$ cat src/verilog/hpr_map.vh
// Register map, field positions, reset values and timing constants of the
// power-control block. Assumes inclusion by bare name from design files.
`ifndef HPR_MAP_VH
`define HPR_MAP_VH
`define HPR_OFF_CNT      12'h000
`define HPR_OFF_MATCH0   12'h004
`define HPR_OFF_MATCH1   12'h008
`define HPR_OFF_LOAD     12'h00c
`define HPR_OFF_CTL      12'h010
`define HPR_OFF_IM       12'h014
`define HPR_OFF_RIS      12'h018
`define HPR_OFF_MIS      12'h01c
`define HPR_OFF_IC       12'h020
`define HPR_OFF_TRIM     12'h024
`define HPR_CTL_SECONDS_COUNTER_ENABLE    0
`define HPR_CTL_REQ      1
`define HPR_CTL_SEL      2
`define HPR_CTL_MWEN     3
`define HPR_CTL_PWEN     4
`define HPR_CTL_BATEN    5
`define HPR_CTL_CLKEN    6
`define HPR_CTL_ABORT    7
`define HPR_CTL_W        8
`define HPR_EV_M0        0
`define HPR_EV_M1        1
`define HPR_EV_BAT       2
`define HPR_EV_WAKE      3
`define HPR_EV_W         4
`define HPR_TRIM_RST     16'h7fff
`define HPR_NOM_DIV      16'h7fff
`define HPR_TRIM_PERIOD  6'h3f
`define HPR_XTAL_DIV     7'h7f
`endif

$ cat src/verilog/hpr_sync.v
// Two flip-flop synchroniser for one level from outside the clock domain.
// Assumes the input is a slowly changing level or a clock slower than half
// of core_clk.
`timescale 1ns/100ps
module hpr_sync (
	input  wire core_clk,
	input  wire rst_b,
	input  wire clkEn,
	input  wire asyncIn,
	output wire syncOut
);
	reg stage1_reg;
	reg stage2_reg;
	// ----------------------------------------------------------------
	// Sync chain
	// ----------------------------------------------------------------
	// The first stage feeds only the second stage.
	always @(posedge core_clk or negedge rst_b) begin
		if (!rst_b) begin
			stage1_reg <= 1'b0;
			stage2_reg <= 1'b0;
		end else if (clkEn) begin
			stage1_reg <= asyncIn;
			stage2_reg <= stage1_reg;
		end
	end
	assign syncOut = stage2_reg;
endmodule

$ cat src/verilog/hpr_refgen.v
// Reference tick generator: selects the divided crystal or the direct slow
// oscillator and emits one core_clk pulse per reference rising edge.
// Assumes oscIn is already synchronised to core_clk.
`timescale 1ns/100ps
`include "hpr_map.vh"
module hpr_refgen (
	input  wire core_clk,
	input  wire rst_b,
	input  wire clkEn,
	input  wire srcEnable,
	input  wire srcSelect,
	input  wire oscIn,
	output reg  refTick
);
	reg       oscDly_reg;
	reg [6:0] xtalDiv_reg;
	wire      oscRise;
	assign oscRise = oscIn & ~oscDly_reg;
	// ----------------------------------------------------------------
	// Divider and select
	// ----------------------------------------------------------------
	// The crystal path counts 128 input edges per reference tick.
	always @(posedge core_clk or negedge rst_b) begin
		if (!rst_b) begin
			oscDly_reg  <= 1'b0;
			xtalDiv_reg <= 7'h00;
			refTick     <= 1'b0;
		end else if (clkEn) begin
			oscDly_reg <= oscIn;
			refTick    <= 1'b0;
			if (!srcEnable) begin
				xtalDiv_reg <= 7'h00;
			end else if (srcSelect) begin
				refTick <= oscRise;
			end else if (oscRise) begin
				xtalDiv_reg <= xtalDiv_reg + 7'h01;
				refTick     <= (xtalDiv_reg == `HPR_XTAL_DIV);
			end
		end
	end
endmodule

$ cat src/verilog/hpr_top.v
// Always-powered power-control block: seconds counter with trimmable
// predivider, two match registers, battery monitor and regulator control.
// Assumes an APB master on core_clk; pins arrive asynchronously.
//
// The placing of the registers and the APB register port were decided locally.
`timescale 1ns/100ps
`include "hpr_map.vh"
module hpr_top (
	input  wire        core_clk,
	input  wire        rst_b,
	input  wire        clkEn,
	input  wire        psel,
	input  wire        penable,
	input  wire        pwrite,
	input  wire [11:0] paddr,
	input  wire [31:0] pwdata,
	output reg  [31:0] prdata,
	output wire        pready,
	output wire        pslverr,
	input  wire        osc_in_pin,
	output wire        osc_out_pin,
	input  wire        resumeIn_b,
	input  wire        batteryBelow,
	output reg         regulator_off_n,
	output wire        irq
);
	// ----------------------------------------------------------------
	// Power states
	// ----------------------------------------------------------------
	localparam [1:0] ST_RUN = 2'b01;
	localparam [1:0] ST_HIB = 2'b10;

	reg  [1:0]              state_reg;
	reg  [`HPR_CTL_W-1:0]   sleep_control_reg;
	reg  [31:0]             seconds_counter_reg;
	reg  [31:0]             seconds_match0_reg;
	reg  [31:0]             seconds_match1_reg;
	reg  [15:0]             predivider_trim_reg;
	reg  [15:0]             prediv_reg;
	reg  [5:0]              secPhase_reg;
	reg  [`HPR_EV_W-1:0]    raw_event_status_reg;
	reg  [`HPR_EV_W-1:0]    irqMask_reg;
	reg                     m0Dly_reg;
	reg                     m1Dly_reg;
	reg                     resumeDly_reg;
	reg  [`HPR_EV_W-1:0]    evSet;
	wire                    oscSync;
	wire                    resumeSync;
	wire                    batSync;
	wire                    refTick;
	wire                    secTick;
	wire                    wrEn;
	wire                    rdEn;
	wire                    match0;
	wire                    match1;
	wire                    resumeAct;
	wire                    batLow;
	wire                    hibernating;
	wire [15:0]             divisor;

	wire slowClockEnable       = sleep_control_reg[`HPR_CTL_CLKEN];
	wire slowClockSourceSelect = sleep_control_reg[`HPR_CTL_SEL];
	wire batteryMonitorEnable  = sleep_control_reg[`HPR_CTL_BATEN];
	wire abortOnWeakBattery    = sleep_control_reg[`HPR_CTL_ABORT];
	wire secondsCounterEnable  = sleep_control_reg[`HPR_CTL_SECONDS_COUNTER_ENABLE];
	wire matchResumeEnable     = sleep_control_reg[`HPR_CTL_MWEN];
	wire pinResumeEnable       = sleep_control_reg[`HPR_CTL_PWEN];

	// ----------------------------------------------------------------
	// Pin synchronisers and reference
	// ----------------------------------------------------------------
	hpr_sync uSyncOsc (
		.core_clk (core_clk),
		.rst_b    (rst_b),
		.clkEn    (clkEn),
		.asyncIn  (osc_in_pin),
		.syncOut  (oscSync)
	);
	// The pin is inverted ahead of the chain so that the reset value of the
	// chain matches the idle level and no false wake edge follows reset.
	hpr_sync uSyncWake (
		.core_clk (core_clk),
		.rst_b    (rst_b),
		.clkEn    (clkEn),
		.asyncIn  (~resumeIn_b),
		.syncOut  (resumeSync)
	);
	hpr_sync uSyncBat (
		.core_clk (core_clk),
		.rst_b    (rst_b),
		.clkEn    (clkEn),
		.asyncIn  (batteryBelow),
		.syncOut  (batSync)
	);
	hpr_refgen uRef (
		.core_clk  (core_clk),
		.rst_b     (rst_b),
		.clkEn     (clkEn),
		.srcEnable (slowClockEnable),
		.srcSelect (slowClockSourceSelect),
		.oscIn     (oscSync),
		.refTick   (refTick)
	);

	// The crystal return pin drives the inverse of the input while the source is enabled.
	assign osc_out_pin = slowClockEnable & ~osc_in_pin;

	// ----------------------------------------------------------------
	// APB slave
	// ----------------------------------------------------------------
	// Zero wait states; reads never disturb state, so any spacing works.
	assign pready  = 1'b1;
	assign pslverr = 1'b0;
	assign wrEn    = psel & penable & pwrite;
	assign rdEn    = psel & ~pwrite;

	// ----------------------------------------------------------------
	// Event detection
	// ----------------------------------------------------------------
	assign hibernating = (state_reg == ST_HIB);
	assign match0      = (seconds_counter_reg == seconds_match0_reg);
	assign match1      = (seconds_counter_reg == seconds_match1_reg);
	assign resumeAct   = resumeSync;
	// Battery is sampled only while awake and monitoring.
	assign batLow = batteryMonitorEnable & batSync & ~hibernating;

	// Rising edges of the match and wake conditions set sticky flags.
	always @* begin
		evSet               = {`HPR_EV_W{1'b0}};
		evSet[`HPR_EV_M0]   = match0 & ~m0Dly_reg;
		evSet[`HPR_EV_M1]   = match1 & ~m1Dly_reg;
		evSet[`HPR_EV_BAT]  = batLow;
		evSet[`HPR_EV_WAKE] = resumeAct & ~resumeDly_reg;
	end

	// ----------------------------------------------------------------
	// Predivider
	// ----------------------------------------------------------------
	// Trim divisor applies in the last second of each 64-second round.
	assign divisor = (secPhase_reg == `HPR_TRIM_PERIOD) ?
		predivider_trim_reg : `HPR_NOM_DIV;
	assign secTick = refTick & secondsCounterEnable &
		(prediv_reg == 16'h0000);

	always @(posedge core_clk or negedge rst_b) begin
		if (!rst_b) begin
			prediv_reg   <= `HPR_NOM_DIV;
			secPhase_reg <= 6'h00;
		end else if (clkEn && refTick && secondsCounterEnable) begin
			if (prediv_reg == 16'h0000) begin
				secPhase_reg <= secPhase_reg + 6'h01;
				// Next second's divisor is loaded at the boundary.
				if (secPhase_reg + 6'h01 == `HPR_TRIM_PERIOD)
					prediv_reg <= predivider_trim_reg;
				else
					prediv_reg <= `HPR_NOM_DIV;
			end else begin
				prediv_reg <= prediv_reg - 16'h0001;
			end
		end
	end

	// ----------------------------------------------------------------
	// Seconds counter, match, trim and control registers
	// ----------------------------------------------------------------
	// Software spacing of timed writes is assumed, not enforced.
	always @(posedge core_clk or negedge rst_b) begin
		if (!rst_b) begin
			seconds_counter_reg <= 32'h0000_0000;
			seconds_match0_reg  <= 32'hffff_ffff;
			seconds_match1_reg  <= 32'hffff_ffff;
			predivider_trim_reg <= `HPR_TRIM_RST;
			sleep_control_reg   <= {`HPR_CTL_W{1'b0}};
			irqMask_reg         <= {`HPR_EV_W{1'b0}};
		end else if (clkEn) begin
			if (wrEn && paddr == `HPR_OFF_LOAD)
				seconds_counter_reg <= pwdata;
			else if (secTick)
				seconds_counter_reg <= seconds_counter_reg + 32'h1;
			if (wrEn && paddr == `HPR_OFF_MATCH0)
				seconds_match0_reg <= pwdata;
			if (wrEn && paddr == `HPR_OFF_MATCH1)
				seconds_match1_reg <= pwdata;
			if (wrEn && paddr == `HPR_OFF_TRIM)
				predivider_trim_reg <= pwdata[15:0];
			if (wrEn && paddr == `HPR_OFF_IM)
				irqMask_reg <= pwdata[`HPR_EV_W-1:0];
			if (wrEn && paddr == `HPR_OFF_CTL)
				sleep_control_reg <= pwdata[`HPR_CTL_W-1:0];
			else if (state_reg == ST_HIB || (sleep_control_reg[`HPR_CTL_REQ]
					&& abortOnWeakBattery && batLow))
				sleep_control_reg[`HPR_CTL_REQ] <= 1'b0;
		end
	end

	// ----------------------------------------------------------------
	// Raw status with write-one-to-clear
	// ----------------------------------------------------------------
	// A new event in the clearing cycle stays set.
	always @(posedge core_clk or negedge rst_b) begin
		if (!rst_b) begin
			raw_event_status_reg <= {`HPR_EV_W{1'b0}};
			m0Dly_reg            <= 1'b0;
			m1Dly_reg            <= 1'b0;
			resumeDly_reg        <= 1'b0;
		end else if (clkEn) begin
			m0Dly_reg     <= match0;
			m1Dly_reg     <= match1;
			resumeDly_reg <= resumeAct;
			if (wrEn && paddr == `HPR_OFF_IC)
				raw_event_status_reg <= (raw_event_status_reg &
					~pwdata[`HPR_EV_W-1:0]) | evSet;
			else
				raw_event_status_reg <= raw_event_status_reg | evSet;
		end
	end

	// Unmasked pending events merge into one request line.
	assign irq = |(raw_event_status_reg & irqMask_reg) & ~hibernating;

	// ----------------------------------------------------------------
	// Power sequencer
	// ----------------------------------------------------------------
	always @(posedge core_clk or negedge rst_b) begin
		if (!rst_b) begin
			state_reg       <= ST_RUN;
			regulator_off_n <= 1'b1;
		end else if (clkEn) begin
			case (state_reg)
			ST_RUN: begin
				regulator_off_n <= 1'b1;
				if (sleep_control_reg[`HPR_CTL_REQ] &&
						!(abortOnWeakBattery && batLow)) begin
					state_reg       <= ST_HIB;
					regulator_off_n <= 1'b0;
				end
			end
			ST_HIB: begin
				if ((pinResumeEnable && resumeAct) ||
						(matchResumeEnable && (match0 || match1))) begin
					state_reg       <= ST_RUN;
					regulator_off_n <= 1'b1;
				end
			end
			default: begin
				state_reg       <= ST_RUN;
				regulator_off_n <= 1'b1;
			end
			endcase
		end
	end

	// ----------------------------------------------------------------
	// Read mux
	// ----------------------------------------------------------------
	// Read data is registered during the setup cycle; unmapped reads zero.
	always @(posedge core_clk or negedge rst_b) begin
		if (!rst_b) begin
			prdata <= 32'h0000_0000;
		end else if (clkEn && rdEn && !penable) begin
			case (paddr)
			`HPR_OFF_CNT:    prdata <= seconds_counter_reg;
			`HPR_OFF_MATCH0: prdata <= seconds_match0_reg;
			`HPR_OFF_MATCH1: prdata <= seconds_match1_reg;
			`HPR_OFF_CTL:    prdata <= {24'h0, sleep_control_reg};
			`HPR_OFF_IM:     prdata <= {28'h0, irqMask_reg};
			`HPR_OFF_RIS:    prdata <= {28'h0, raw_event_status_reg};
			`HPR_OFF_MIS:    prdata <= {28'h0,
				raw_event_status_reg & irqMask_reg};
			`HPR_OFF_TRIM:   prdata <= {16'h0, predivider_trim_reg};
			default:         prdata <= 32'h0000_0000;
			endcase
		end
	end
endmodule

$ cat config.mk
export PLATFORM = sky130hd
export DESIGN_NAME = hpr_top
export DESIGN_NICKNAME = d
export VERILOG_FILES = /design/src/verilog/hpr_sync.v /design/src/verilog/hpr_refgen.v /design/src/verilog/hpr_top.v
export VERILOG_INCLUDE_DIRS = /design/src /design/src/verilog
export SDC_FILE = /design/constraint.sdc
export NUM_CORES = 1
export LEC_CHECK = 0
export ABC_CLOCK_PERIOD_IN_PS = 6800
export BUFFER_PORTS_ARGS = -buffer_cell sky130_fd_sc_hd__clkbuf_2
export CAP_MARGIN = 10
export CORE_AREA = 2 2 198 200
export CTS_CLUSTER_DIAMETER = 200
export DETAILED_ROUTE_END_ITERATION = 10
export DIE_AREA = 0 0 200 202
export HOLD_SLACK_MARGIN = 0.02
export PLACE_DENSITY = 0.49
export SYNTH_ARGS = -nofsm -noshare
export SYNTH_HDL_FRONTEND = slang
export SYNTH_SLANG_ARGS = --single-unit
$ cat constraint.sdc
create_clock -name core_clk -period 6.8 [get_ports core_clk]
set_input_delay 0.34 -clock core_clk [delete_from_list [all_inputs] [get_ports core_clk]]
set_output_delay 0.34 -clock core_clk [all_outputs]
set_load 0.1 [all_outputs]
==> results of run 1 <==
==> worst max-delay path by stage <==
stage          startpoint                                 end  slack [ns]  cells after the start
2_1_floorplan    paddr[9]  seconds_match0_reg[10]$_DFFE_PN1P_        4.33                      7
3_3_place_gp     paddr[9]  seconds_counter_reg[6]$_DFFE_PN0P_        3.06                      7
3_5_place_dp     paddr[9]  seconds_counter_reg[6]$_DFFE_PN0P_        3.00                      7
4_1_cts          paddr[9]  seconds_counter_reg[6]$_DFFE_PN0P_        3.55                      7
5_1_grt          paddr[2]  seconds_counter_reg[6]$_DFFE_PN0P_        3.20                      8
6_report         paddr[9]  seconds_counter_reg[6]$_DFFE_PN0P_        3.49                      7
==> cell families (layout without fill, tap and decap cells) <==
family,Yosys count,after routing,share of synthesized area [%]
mux,138,138,15.2
other cells,2,2,0.0659
xor+xnor,73,73,5.61
compound gates,265,265,13.5
fa+ha+maj,6,6,0.658
simple gates,342,342,15.3
flops,203,203,45.6
buf+inv,98,166,4.06
==> report_power, final <==
part / leakage, nW / internal [mW] / switching, mW
sequential: 2.44 / 1.22 / 0.00429
clock: 0.395 / 0.802 / 0.521
combinational: 3.11 / 0.0308 / 0.0855
==> metal layers <==
metal / GRT usage (%) / wire length [µm]
met1: 25.0 / 16600
met2: 26.7 / 15400
met3: 2.19 / 1340
met4: 3.89 / 682
met5: 0 / 0
==> repair_timing <==
| action | 4_1_cts | 5_1_grt |
|---|---|---|
| hold endpoints to repair | 35 | 0 |
| hold buffers | 2 | 0 |
| gates resized for setup | 0 | 0 |
==> metrics by stage <==
stage | setup slack (ns) | hold slack [ns] | instance area, µm² | std cells
2_1_floorplan | 4.33 | 0.0444 | 11400 | 1127
6_report | 3.49 | 0.0517 | 13000 | 1713
4_1_cts | 3.55 | 0.0319 | 13000 | 1713
3_3_place_gp | 3.06 | 0.423 | 12200 | 1665
5_1_grt | 3.20 | 0.0440 | 13000 | 1713
3_5_place_dp | 3.00 | 0.443 | 12200 | 1665
==> critical path: cells and delay by family <==
kind,cells,cell delay (ns)
AOI/OAI and AO/OA,3,1.44
and+or+nand+nor,3,1.83
buffers and inverters,1,0.08
==> placed cells by master, fill, tap and decap left out, types with 45 or more instances in the layout <==
| master | count |
|---|---|
| mux2_2 | 45 |
| dfrtp_1 | 107 |
| nor2_1 | 64 |
| nand2_1 | 105 |
| mux2_4 | 60 |
| clkbuf_2 | 86 |
| dfstp_2 | 96 |
| a21oi_1 | 96 |
| xor2_1 | 66 |
| o21ai_0 | 100 |
==> area by class of cell <==
type	instances	area, µm²
fillers	3938	25200
inverters	19	71.3
flip-flops and latches	203	5200
well taps	518	648
clock buffers	40	722
clock inverters	6	87.6
multi-input cells	826	5750
repair buffers	101	554
==> out/metrics.cfg, run 1 <==
[detailed_routing]
wl_um=34000
drc=0
dr_total_vias=8642
drt-wirelength-per-cell_um=19.8
drt_iter0_drc=501
drtPass1Iterations=5
viasPerCell=5.04
antenna_left=0

[place]
port_buffers=87
gp_congestion=0.863
dp_hpwl_um=24000

[cts]
clock_sinks=203
cts_buffers=25
cts_tree=built
clock_path_buffers=3
clk_pin_slew_ns=0.06
clk_latency_ns=0.52
h-tree-depth=1
cts_setup_buffers=0
cts_root_buf=clkbuf_16

[sta]
fmax_mhz=302
clock_skew_ns=0.0114
post-route-period-util_pct=48.7
worst_slew_pin_slew_ns=1.09
report.final.setup_viol=0
rsz0062_at_grt=false
min_period_ns=3.31
hold_viol=0
max_slew_margin_pct=27.2
finalMaxSlewViolations=0
fin_setup_tns_ns=0

[layout]
post-route-util_pct=34.1
antenna_cells=0
syn2layout_area_growth_pct=14.3
final_nets=1235
final_layout_size_suffix_gt1_share_pct=29.8

[setup_path]
cp_slowest_cell=o21ai_4
r2r_start=prediv_reg[11]$_DFFE_PN1P_
cp_cell_sequence=clkbuf_2, or4_4, or2_4, or3_2, o21ai_4, o21ai_0, a22oi_1
critPathMaxFanout=60
cp.arrival_ns=3.74
critical_path_class=in -> reg
worst_r2r_path_depth=6
r2r_setup_slack_ns=3.72
max_stage_delay_ns=1.03
crit_path_end_kind=register
critPathLaunchType=primary input
worstPathRequired_ns=7.23
timing.rr.end=seconds_counter_reg[6]$_DFFE_PN0P_

[run]
maxCapViolCount=0

[power_and_ir_drop]
fin_total_pwr_mw=2.66
pwr_density_cell_nw_per_um2=204
max-vdd-ir-drop_mv=0.170
power.leakage_nw=5.94

[logic_synthesis]
synthTopCellsByArea=dfrtp_1 (23%), dfstp_2 (22%), mux2_4 (7.9%)
synth.cell_area_um2=11400
synth_top_area_share_pct=23.5
synth_edf_count=0
synth_cell_types=70
avgSynthCellArea_um2=10.1
yosysTopAreaCell=dfrtp_1
ys_ff_latch=203
ys_async_sr_fraction_pct=100
syn_nets=1186
ys_warn_count=0
synth_cells=1127
yosysMostFrequentCell=dfrtp_1
ys.flop_type=dfrtp_1
synthTopCellsByCount=dfrtp_1 (107), nand2_1 (105), o21ai_0 (100)
seq_area_frac_synth_pct=45.6

[die]
die_w_um=200
rows=72
io_pins=90
coreArea_um2=38300
die_area_um2=40400
die_y_um=202
start_util_pct=29.8

[grt]
antenna_found_initial=0
track_usage_pct=17.1
grt_overflow=0
first_global_vias=8799
grt_pass1_wl_um=53500
grt_start_max_net_pins=84

[worst_hold_path]
whs_endpoint=uSyncBat.stage1_reg$_DFFE_PN0P_
min_from=batteryBelow
hold_depth=2
worstHoldPathType=in -> reg

[status]
outcome=finished clean

No activity file was read; power rests on OpenSTA's default activity.
==> inputs of run 2 (changes only) <==
--- a/config.mk
+++ b/config.mk
@@ -6,7 +6,7 @@
 export SDC_FILE = /design/constraint.sdc
 export NUM_CORES = 1
 export LEC_CHECK = 0
-export ABC_CLOCK_PERIOD_IN_PS = 6800
+export ABC_CLOCK_PERIOD_IN_PS = 3000
 export BUFFER_PORTS_ARGS = -buffer_cell sky130_fd_sc_hd__clkbuf_2
 export CAP_MARGIN = 10
 export CORE_AREA = 2 2 198 200
@@ -14,7 +14,7 @@
 export DETAILED_ROUTE_END_ITERATION = 10
 export DIE_AREA = 0 0 200 202
 export HOLD_SLACK_MARGIN = 0.02
-export PLACE_DENSITY = 0.49
+export PLACE_DENSITY = 0.51
 export SYNTH_ARGS = -nofsm -noshare
 export SYNTH_HDL_FRONTEND = slang
 export SYNTH_SLANG_ARGS = --single-unit
==> constraint.sdc (replaced) <==
create_clock -name core_clk -period 3 [get_ports core_clk]
set_input_delay 0.15 -clock core_clk [delete_from_list [all_inputs] [get_ports core_clk]]
set_output_delay 0.15 -clock core_clk [all_outputs]
set_load 0.1 [all_outputs]
==> run 2 against run 1 <==
Against the previous run: first-iteration DRC count up 17%; total power up 140%; final cell count is 3.0% higher; via count up 3.3%; core utilization up 1.4 points; critical path type is now reg -> reg; largest cell class unchanged.
==> out/metrics.cfg, run 2 (same netlist as run 1, synthesis figures left out) <==
[detailed_routing]
drt-wirelength-per-cell_um=19.5  ; was 19.8 µm
wl_um=34400  ; was 34000 µm
viasPerCell=5.06  ; was 5.04
drt_iter0_drc=584  ; was 501
drc=0  ; unchanged
antenna_left=0  ; unchanged
drtPass1Iterations=5  ; unchanged
dr_total_vias=8931  ; was 8642

[sta]
fmax_mhz=407
finalMaxSlewViolations=0  ; unchanged
min_period_ns=2.45
post-route-period-util_pct=81.8
worst_slew_pin_slew_ns=0.799  ; was 1.09 ns
fin_setup_tns_ns=0  ; unchanged
hold_viol=0  ; unchanged
rsz0062_at_grt=false  ; unchanged
clock_skew_ns=0.0211  ; was 0.0114 ns
report.final.setup_viol=0  ; unchanged
max_slew_margin_pct=46.3  ; was 27.2%

[setup_path]
cp.arrival_ns=2.89  ; was 3.74 ns
r2r_start=seconds_counter_reg[0]$_DFFE_PN0P_  ; was prediv_reg[11]$_DFFE_PN1P_
critPathCapture=seconds_counter_reg[29]$_DFFE_PN0P_  ; was seconds_counter_reg[6]$_DFFE_PN0P_
critPathMaxFanout=10  ; was 60
crit_path_end_kind=register  ; unchanged
worstPathRequired_ns=3.43  ; was 7.23 ns
r2r_setup_slack_ns=0.55  ; was 3.72 ns
worst_r2r_path_depth=6  ; unchanged
cp_cell_sequence=and3_1, nand4_1, or2_2, nor4_1, a311oi_1, nor3_1  ; was clkbuf_2, or4_4, or2_4, or3_2, o21ai_4, o21ai_0, a22oi_1
timing.rr.end=seconds_counter_reg[29]$_DFFE_PN0P_  ; was seconds_counter_reg[6]$_DFFE_PN0P_
critical_path_class=reg -> reg  ; was in -> reg
cp_slowest_cell=or2_2  ; was o21ai_4
worstSetupStartpoint=seconds_counter_reg[0]$_DFFE_PN0P_  ; was paddr[9]
max_stage_delay_ns=0.49  ; was 1.03 ns
critPathLaunchType=register  ; was primary input

[layout]
antenna_cells=0  ; unchanged
multi_input_area_um2=5750  ; unchanged
final_layout_size_suffix_gt1_share_pct=30.5  ; was 29.8%
final_common_cell=dfrtp_1  ; unchanged
fillers=3918  ; was 3938
syn2layout_area_growth_pct=19.1  ; was 14.3%
seq_area_um2=5200  ; unchanged
final_nets=1285  ; was 1235
layout_common_cells=dfrtp_1 (107), nand2_1 (105), o21ai_0 (100), a21oi_1 (96), dfstp_2 (96)  ; unchanged
final-instance-count-excl-fill=1764  ; was 1713

[cts]
cts_root_buf=clkbuf_16  ; unchanged
clock_path_buffers=3  ; unchanged
clk_pin_slew_ns=0.06  ; about the same
post_cts_resized=0  ; unchanged
cts_tree=built  ; unchanged
cts_buffers=26  ; was 25
clk_latency_ns=0.54  ; was 0.52 ns
clock_sinks=203  ; unchanged
h-tree-depth=1  ; unchanged

[die]
die_y_um=202  ; unchanged
start_util_pct=29.8  ; unchanged
io_pins=90  ; unchanged
coreArea_um2=38300  ; unchanged
rows=72  ; unchanged
die_area_um2=40400  ; unchanged
die_w_um=200  ; unchanged

[place]
post-place-cells=1685  ; was 1665
dp_hpwl_um=24500  ; was 24000 µm
port_buffers=87  ; unchanged
gp_congestion=0.834  ; was 0.863

[worst_hold_path]
worstHoldPathType=in -> reg  ; unchanged

[run]
maxCapViolCount=0  ; unchanged

[power_and_ir_drop]
power.leakage_nw=6.19  ; was 5.94 nW
max-vdd-ir-drop_mv=0.398  ; was 0.170 mV
pwr_density_cell_nw_per_um2=465  ; was 204 nW/µm²

[grt]
grt_pass1_wl_um=54100  ; was 53500 µm
grt_overflow=0  ; unchanged
track_usage_pct=17.3  ; was 17.1%
antenna_found_initial=0  ; unchanged
first_global_vias=9058  ; was 8799
grt_start_max_net_pins=77  ; was 84

[status]
outcome=finished clean  ; unchanged

==> run 2: cell count changes in the layout (fill, tap and decap cells not counted), sizes merged <==
cell / previous run / this run
buf: 12 / 32
clkinv: 4 / 2
bufinv: 2 / 3
dlygate4sd3: 2 / 31
clkinvlp: 0 / 5
inv: 19 / 17
==> run 2: metal layers <==
layer  GRT usage (%)  up-vias  routed length, µm  part of all wire, %
li1                -     4239                  -                    -
met2            27.1      229              15600                   45
met3            2.55       49               1630                  4.7
met5               0        -                  0                    0
met1            25.0     4414              16400                   48
met4            3.99        0                817                  2.4
==> run 2: cell type report <==
cell class / count / share of cell area (%)
Multi-Input combinational cell: 826 / 42.4
Sequential cell: 203 / 38.3
Timing Repair Buffer: 150 / 7.51
Clock buffer: 40 / 5.63
Tap cell: 518 / 4.77
Clock inverter: 8 / 0.939
Inverter: 19 / 0.525
==> run 2: worst min-delay path by stage <==
stage | start | to | cells past startpoint
after floorplan | rst_b | irqMask_reg[0]$_DFFE_PN0P_ | 0
after global routing | pwdata[6] | seconds_match0_reg[6]$_DFFE_PN1P_ | 2
after global placement | rst_b | prdata[29]$_DFFE_PN0P_ | 1
after CTS | clkEn | uRef.refTick$_DFFE_PN0P_ | 2
after detailed placement | rst_b | prdata[29]$_DFFE_PN0P_ | 1
final | clkEn | uRef.refTick$_DFFE_PN0P_ | 2
==> run 2: through the flow <==
stage | setup slack (ns) | utilization, % | hold WS [ns] | power, mW | area, µm²
6_report | 0.546 | 35.5 | 0.0218 | 6.32 | 13600
3_5_place_dp | 0.398 | 32.3 | 0.208 | 3.09 | 12400
5_1_grt | 0.364 | 35.5 | 0.0359 | 6.54 | 13600
2_1_floorplan | 0.724 | - | -0.146 | 2.92 | 11400
3_3_place_gp | 0.436 | 32.3 | 0.208 | 3.09 | 12400
4_1_cts | 0.594 | 35.5 | 0.0212 | 6.40 | 13600
==> run 2: power breakdown <==
group	switching [mW]	internal [mW]	leakage, nW
sequential	0.0102	2.76	2.44
clock	1.23	2.01	0.415
combinational	0.205	0.0988	3.33
==> run 2: timing repair <==
action / 4_1_cts / 5_1_grt
hold buffers: 31 / 0
hold endpoints to repair: 110 / 0
setup buffers: 0 / 0
==> run 2: critical path: cells and delay by family (launching register included) <==
family,cells,cell delay (ns)
and+or+nand+nor,5,1.72
AOI/OAI and AO/OA,1,0.16
DFF,1,0.47
==> inputs of run 3 (changes only) <==
--- a/config.mk
+++ b/config.mk
@@ -6,7 +6,7 @@
 export SDC_FILE = /design/constraint.sdc
 export NUM_CORES = 1
 export LEC_CHECK = 0
-export ABC_CLOCK_PERIOD_IN_PS = 3000
+export ABC_CLOCK_PERIOD_IN_PS = 2500
 export BUFFER_PORTS_ARGS = -buffer_cell sky130_fd_sc_hd__clkbuf_2
 export CAP_MARGIN = 10
 export CORE_AREA = 2 2 198 200
@@ -14,7 +14,7 @@
 export DETAILED_ROUTE_END_ITERATION = 10
 export DIE_AREA = 0 0 200 202
 export HOLD_SLACK_MARGIN = 0.02
-export PLACE_DENSITY = 0.51
+export PLACE_DENSITY = 0.49
 export SYNTH_ARGS = -nofsm -noshare
 export SYNTH_HDL_FRONTEND = slang
 export SYNTH_SLANG_ARGS = --single-unit
==> constraint.sdc (replaced) <==
create_clock -name core_clk -period 2.5 [get_ports core_clk]
set_input_delay 0.125 -clock core_clk [delete_from_list [all_inputs] [get_ports core_clk]]
set_output_delay 0.125 -clock core_clk [all_outputs]
set_load 0.1 [all_outputs]
==> run 3 against run 2 <==
Against the previous run: final cell count rose by 1.8%; clock power rose by 15%; register-to-register slack got worse by 0.45 ns; sequential cell count did not move; total power rose by 18%; critical path type unchanged; critical endpoint is now state_reg[1]$_DFFE_PN0P_; largest cell class unchanged.
==> out/metrics.cfg, run 3 (same netlist as run 1, synthesis figures left out) <==
[status]
outcome=finished clean  ; unchanged

[place]
port_buffers=87  ; unchanged
gp_congestion=0.865  ; was 0.834
pre_cts_ws_ns=0.0530  ; was 0.398 ns
dp_hpwl_um=25500  ; was 24500 µm

[die]
die_area_um2=40400  ; unchanged
start_util_pct=29.8  ; unchanged
rows=72  ; unchanged
die_y_um=202  ; unchanged
die_w_um=200  ; unchanged
io_pins=90  ; unchanged
coreArea_um2=38300  ; unchanged

[layout]
final_nets=1318  ; was 1285
syn2layout_area_growth_pct=21.5  ; was 19.1%
layout_common_cells=dfrtp_1 (107), nand2_1 (105), o21ai_0 (100), a21oi_1 (96), dfstp_2 (96)  ; unchanged
fillers=3928  ; was 3918
final_layout_size_suffix_gt1_share_pct=32.5  ; was 30.5%
final_common_cell=dfrtp_1  ; unchanged
post-route-util_pct=36.2  ; was 35.5%
antenna_cells=0  ; unchanged

[detailed_routing]
viasPerCell=5.07  ; was 5.06
drc=0  ; unchanged
drt-wirelength-per-cell_um=19.7  ; was 19.5 µm
route.met2.wl_um=16100  ; was 15600 µm
antenna_left=0  ; unchanged
drt_iter0_drc=593  ; was 584
drtPass1Iterations=5  ; unchanged
dr_total_vias=9105  ; was 8931
met1Wirelength_um=16800  ; was 16400 µm
wl_um=35300  ; was 34400 µm
top_layer=met4  ; unchanged
wl_met3_um=1590  ; was 1630 µm

[sta]
max_slew_margin_pct=45.4  ; was 46.3%
worst_slew_pin_slew_ns=0.819  ; was 0.799 ns
worst_slack_ns=0.0922  ; was 0.546 ns
fin_setup_tns_ns=0  ; unchanged
post-route-period-util_pct=96.3  ; was 81.8%
min_period_ns=2.41  ; was 2.45 ns
clock_skew_ns=0.0101  ; was 0.0211 ns
fmax_mhz=415  ; was 407 MHz
rsz0062_at_grt=false  ; unchanged
finalMaxSlewViolations=0  ; unchanged
report.final.setup_viol=0  ; unchanged
hold_viol=0  ; unchanged

[setup_path]
worstSetupStartpoint=seconds_match0_reg[9]$_DFFE_PN1P_  ; was seconds_counter_reg[0]$_DFFE_PN0P_
cp_common_cell=nor2_1
r2r_start=seconds_match0_reg[9]$_DFFE_PN1P_  ; was seconds_counter_reg[0]$_DFFE_PN0P_
critPathLaunchType=register  ; unchanged
critical_path_class=reg -> reg  ; unchanged
crit_buf_inv=0  ; unchanged
crit_path_end_kind=register  ; unchanged
critPathMaxFanout=3  ; was 10
cp_cell_sequence=xor2_1, nor4_1, nand4_1, nor2_1, nor2_1, a221o_1  ; was and3_1, nand4_1, or2_2, nor4_1, a311oi_1, nor3_1
max_stage_delay_ns=0.55  ; was 0.49 ns
cp_slowest_cell=dfstp_2  ; was or2_2
worstPathRequired_ns=2.91  ; was 3.43 ns
cp.arrival_ns=2.82  ; was 2.89 ns
critPathTopFamily=simple AND/OR/NAND/NOR gates  ; unchanged

[cts]
clk_pin_slew_ns=0.06  ; about the same
clock_sinks=203  ; unchanged
cts_tree=built  ; unchanged
cts_root_buf=clkbuf_16  ; unchanged
clk_latency_ns=0.53  ; was 0.54 ns
cts_buffers=27  ; was 26
cts_setup_buffers=0  ; unchanged
clock_path_buffers=3  ; unchanged
h-tree-depth=1  ; unchanged

[grt]
first_global_vias=9076  ; was 9058
grt_overflow=0  ; unchanged
grt_start_max_net_pins=74  ; was 77
grt_pass1_wl_um=55400  ; was 54100 µm
track_usage_pct=17.9  ; was 17.3%
antenna_found_initial=0  ; unchanged

[power_and_ir_drop]
max-vdd-ir-drop_mv=0.459  ; was 0.398 mV
pwr_density_cell_nw_per_um2=537  ; was 465 nW/µm²
power.leakage_nw=6.37  ; was 6.19 nW

[run]
maxCapViolCount=0  ; unchanged

[worst_hold_path]
worstHoldPathType=in -> async  ; was in -> reg

[run 3: timing repair]
action / in CTS / in global routing
gates resized for setup: 0 / 2
hold buffers: 32 / 0
hold endpoints to repair: 209 / 0
endpoints found under the setup margin: 0 / 3
[run 3: area by class of cell]
cell class	instances	area, µm²	share of cell area (%)
Timing Repair Buffer	182	1310	9.47
Clock buffer	39	781	5.64
Sequential cell	203	5200	37.5
Multi-Input combinational cell	826	5770	41.6
Tap cell	518	648	4.68
Clock inverter	9	75.1	0.542
Inverter	19	71.3	0.515
[run 3: metrics by stage]
stage,hold WS [ns],cell area [µm²],total power [mW],instances
final,0.0293,13900,7.44,1796
after global routing,0.0295,13900,7.72,1796
after CTS,0.0221,13800,7.56,1796
after detailed placement,0.0170,12700,3.72,1716
after global placement,0.0145,12700,3.72,1716
after floorplan,-0.171,11400,3.50,1127
[run 3: worst paths after layout]
path,end,slack [ns],cells past startpoint
setup / recovery,state_reg[1]$_DFFE_PN0P_,0.09,6
hold / removal,prdata[21]$_DFFE_PN0P_,0.03,2
setup reg to reg,state_reg[1]$_DFFE_PN0P_,0.09,6
hold reg to reg,raw_event_status_reg[3]$_DFFE_PN0P_,0.45,1
max in group asynchronous,state_reg[1]$_DFFE_PN0P_,1.61,3
min in group core_clk,seconds_match0_reg[5]$_DFFE_PN1P_,0.05,2
[run 3: power breakdown]
part | internal [mW] | switching [mW]
Clock | 2.25 | 1.49
Sequential | 3.31 | 0.0111
Combinational | 0.126 | 0.248
Total | 5.69 | 1.75
[run 3: metal layers]
layer  up-vias  GRT usage [%]
li1       4294              -
met1      4504           26.0
met2       251           28.1
met3        56           2.20
met4         0           4.34
met5         -              0
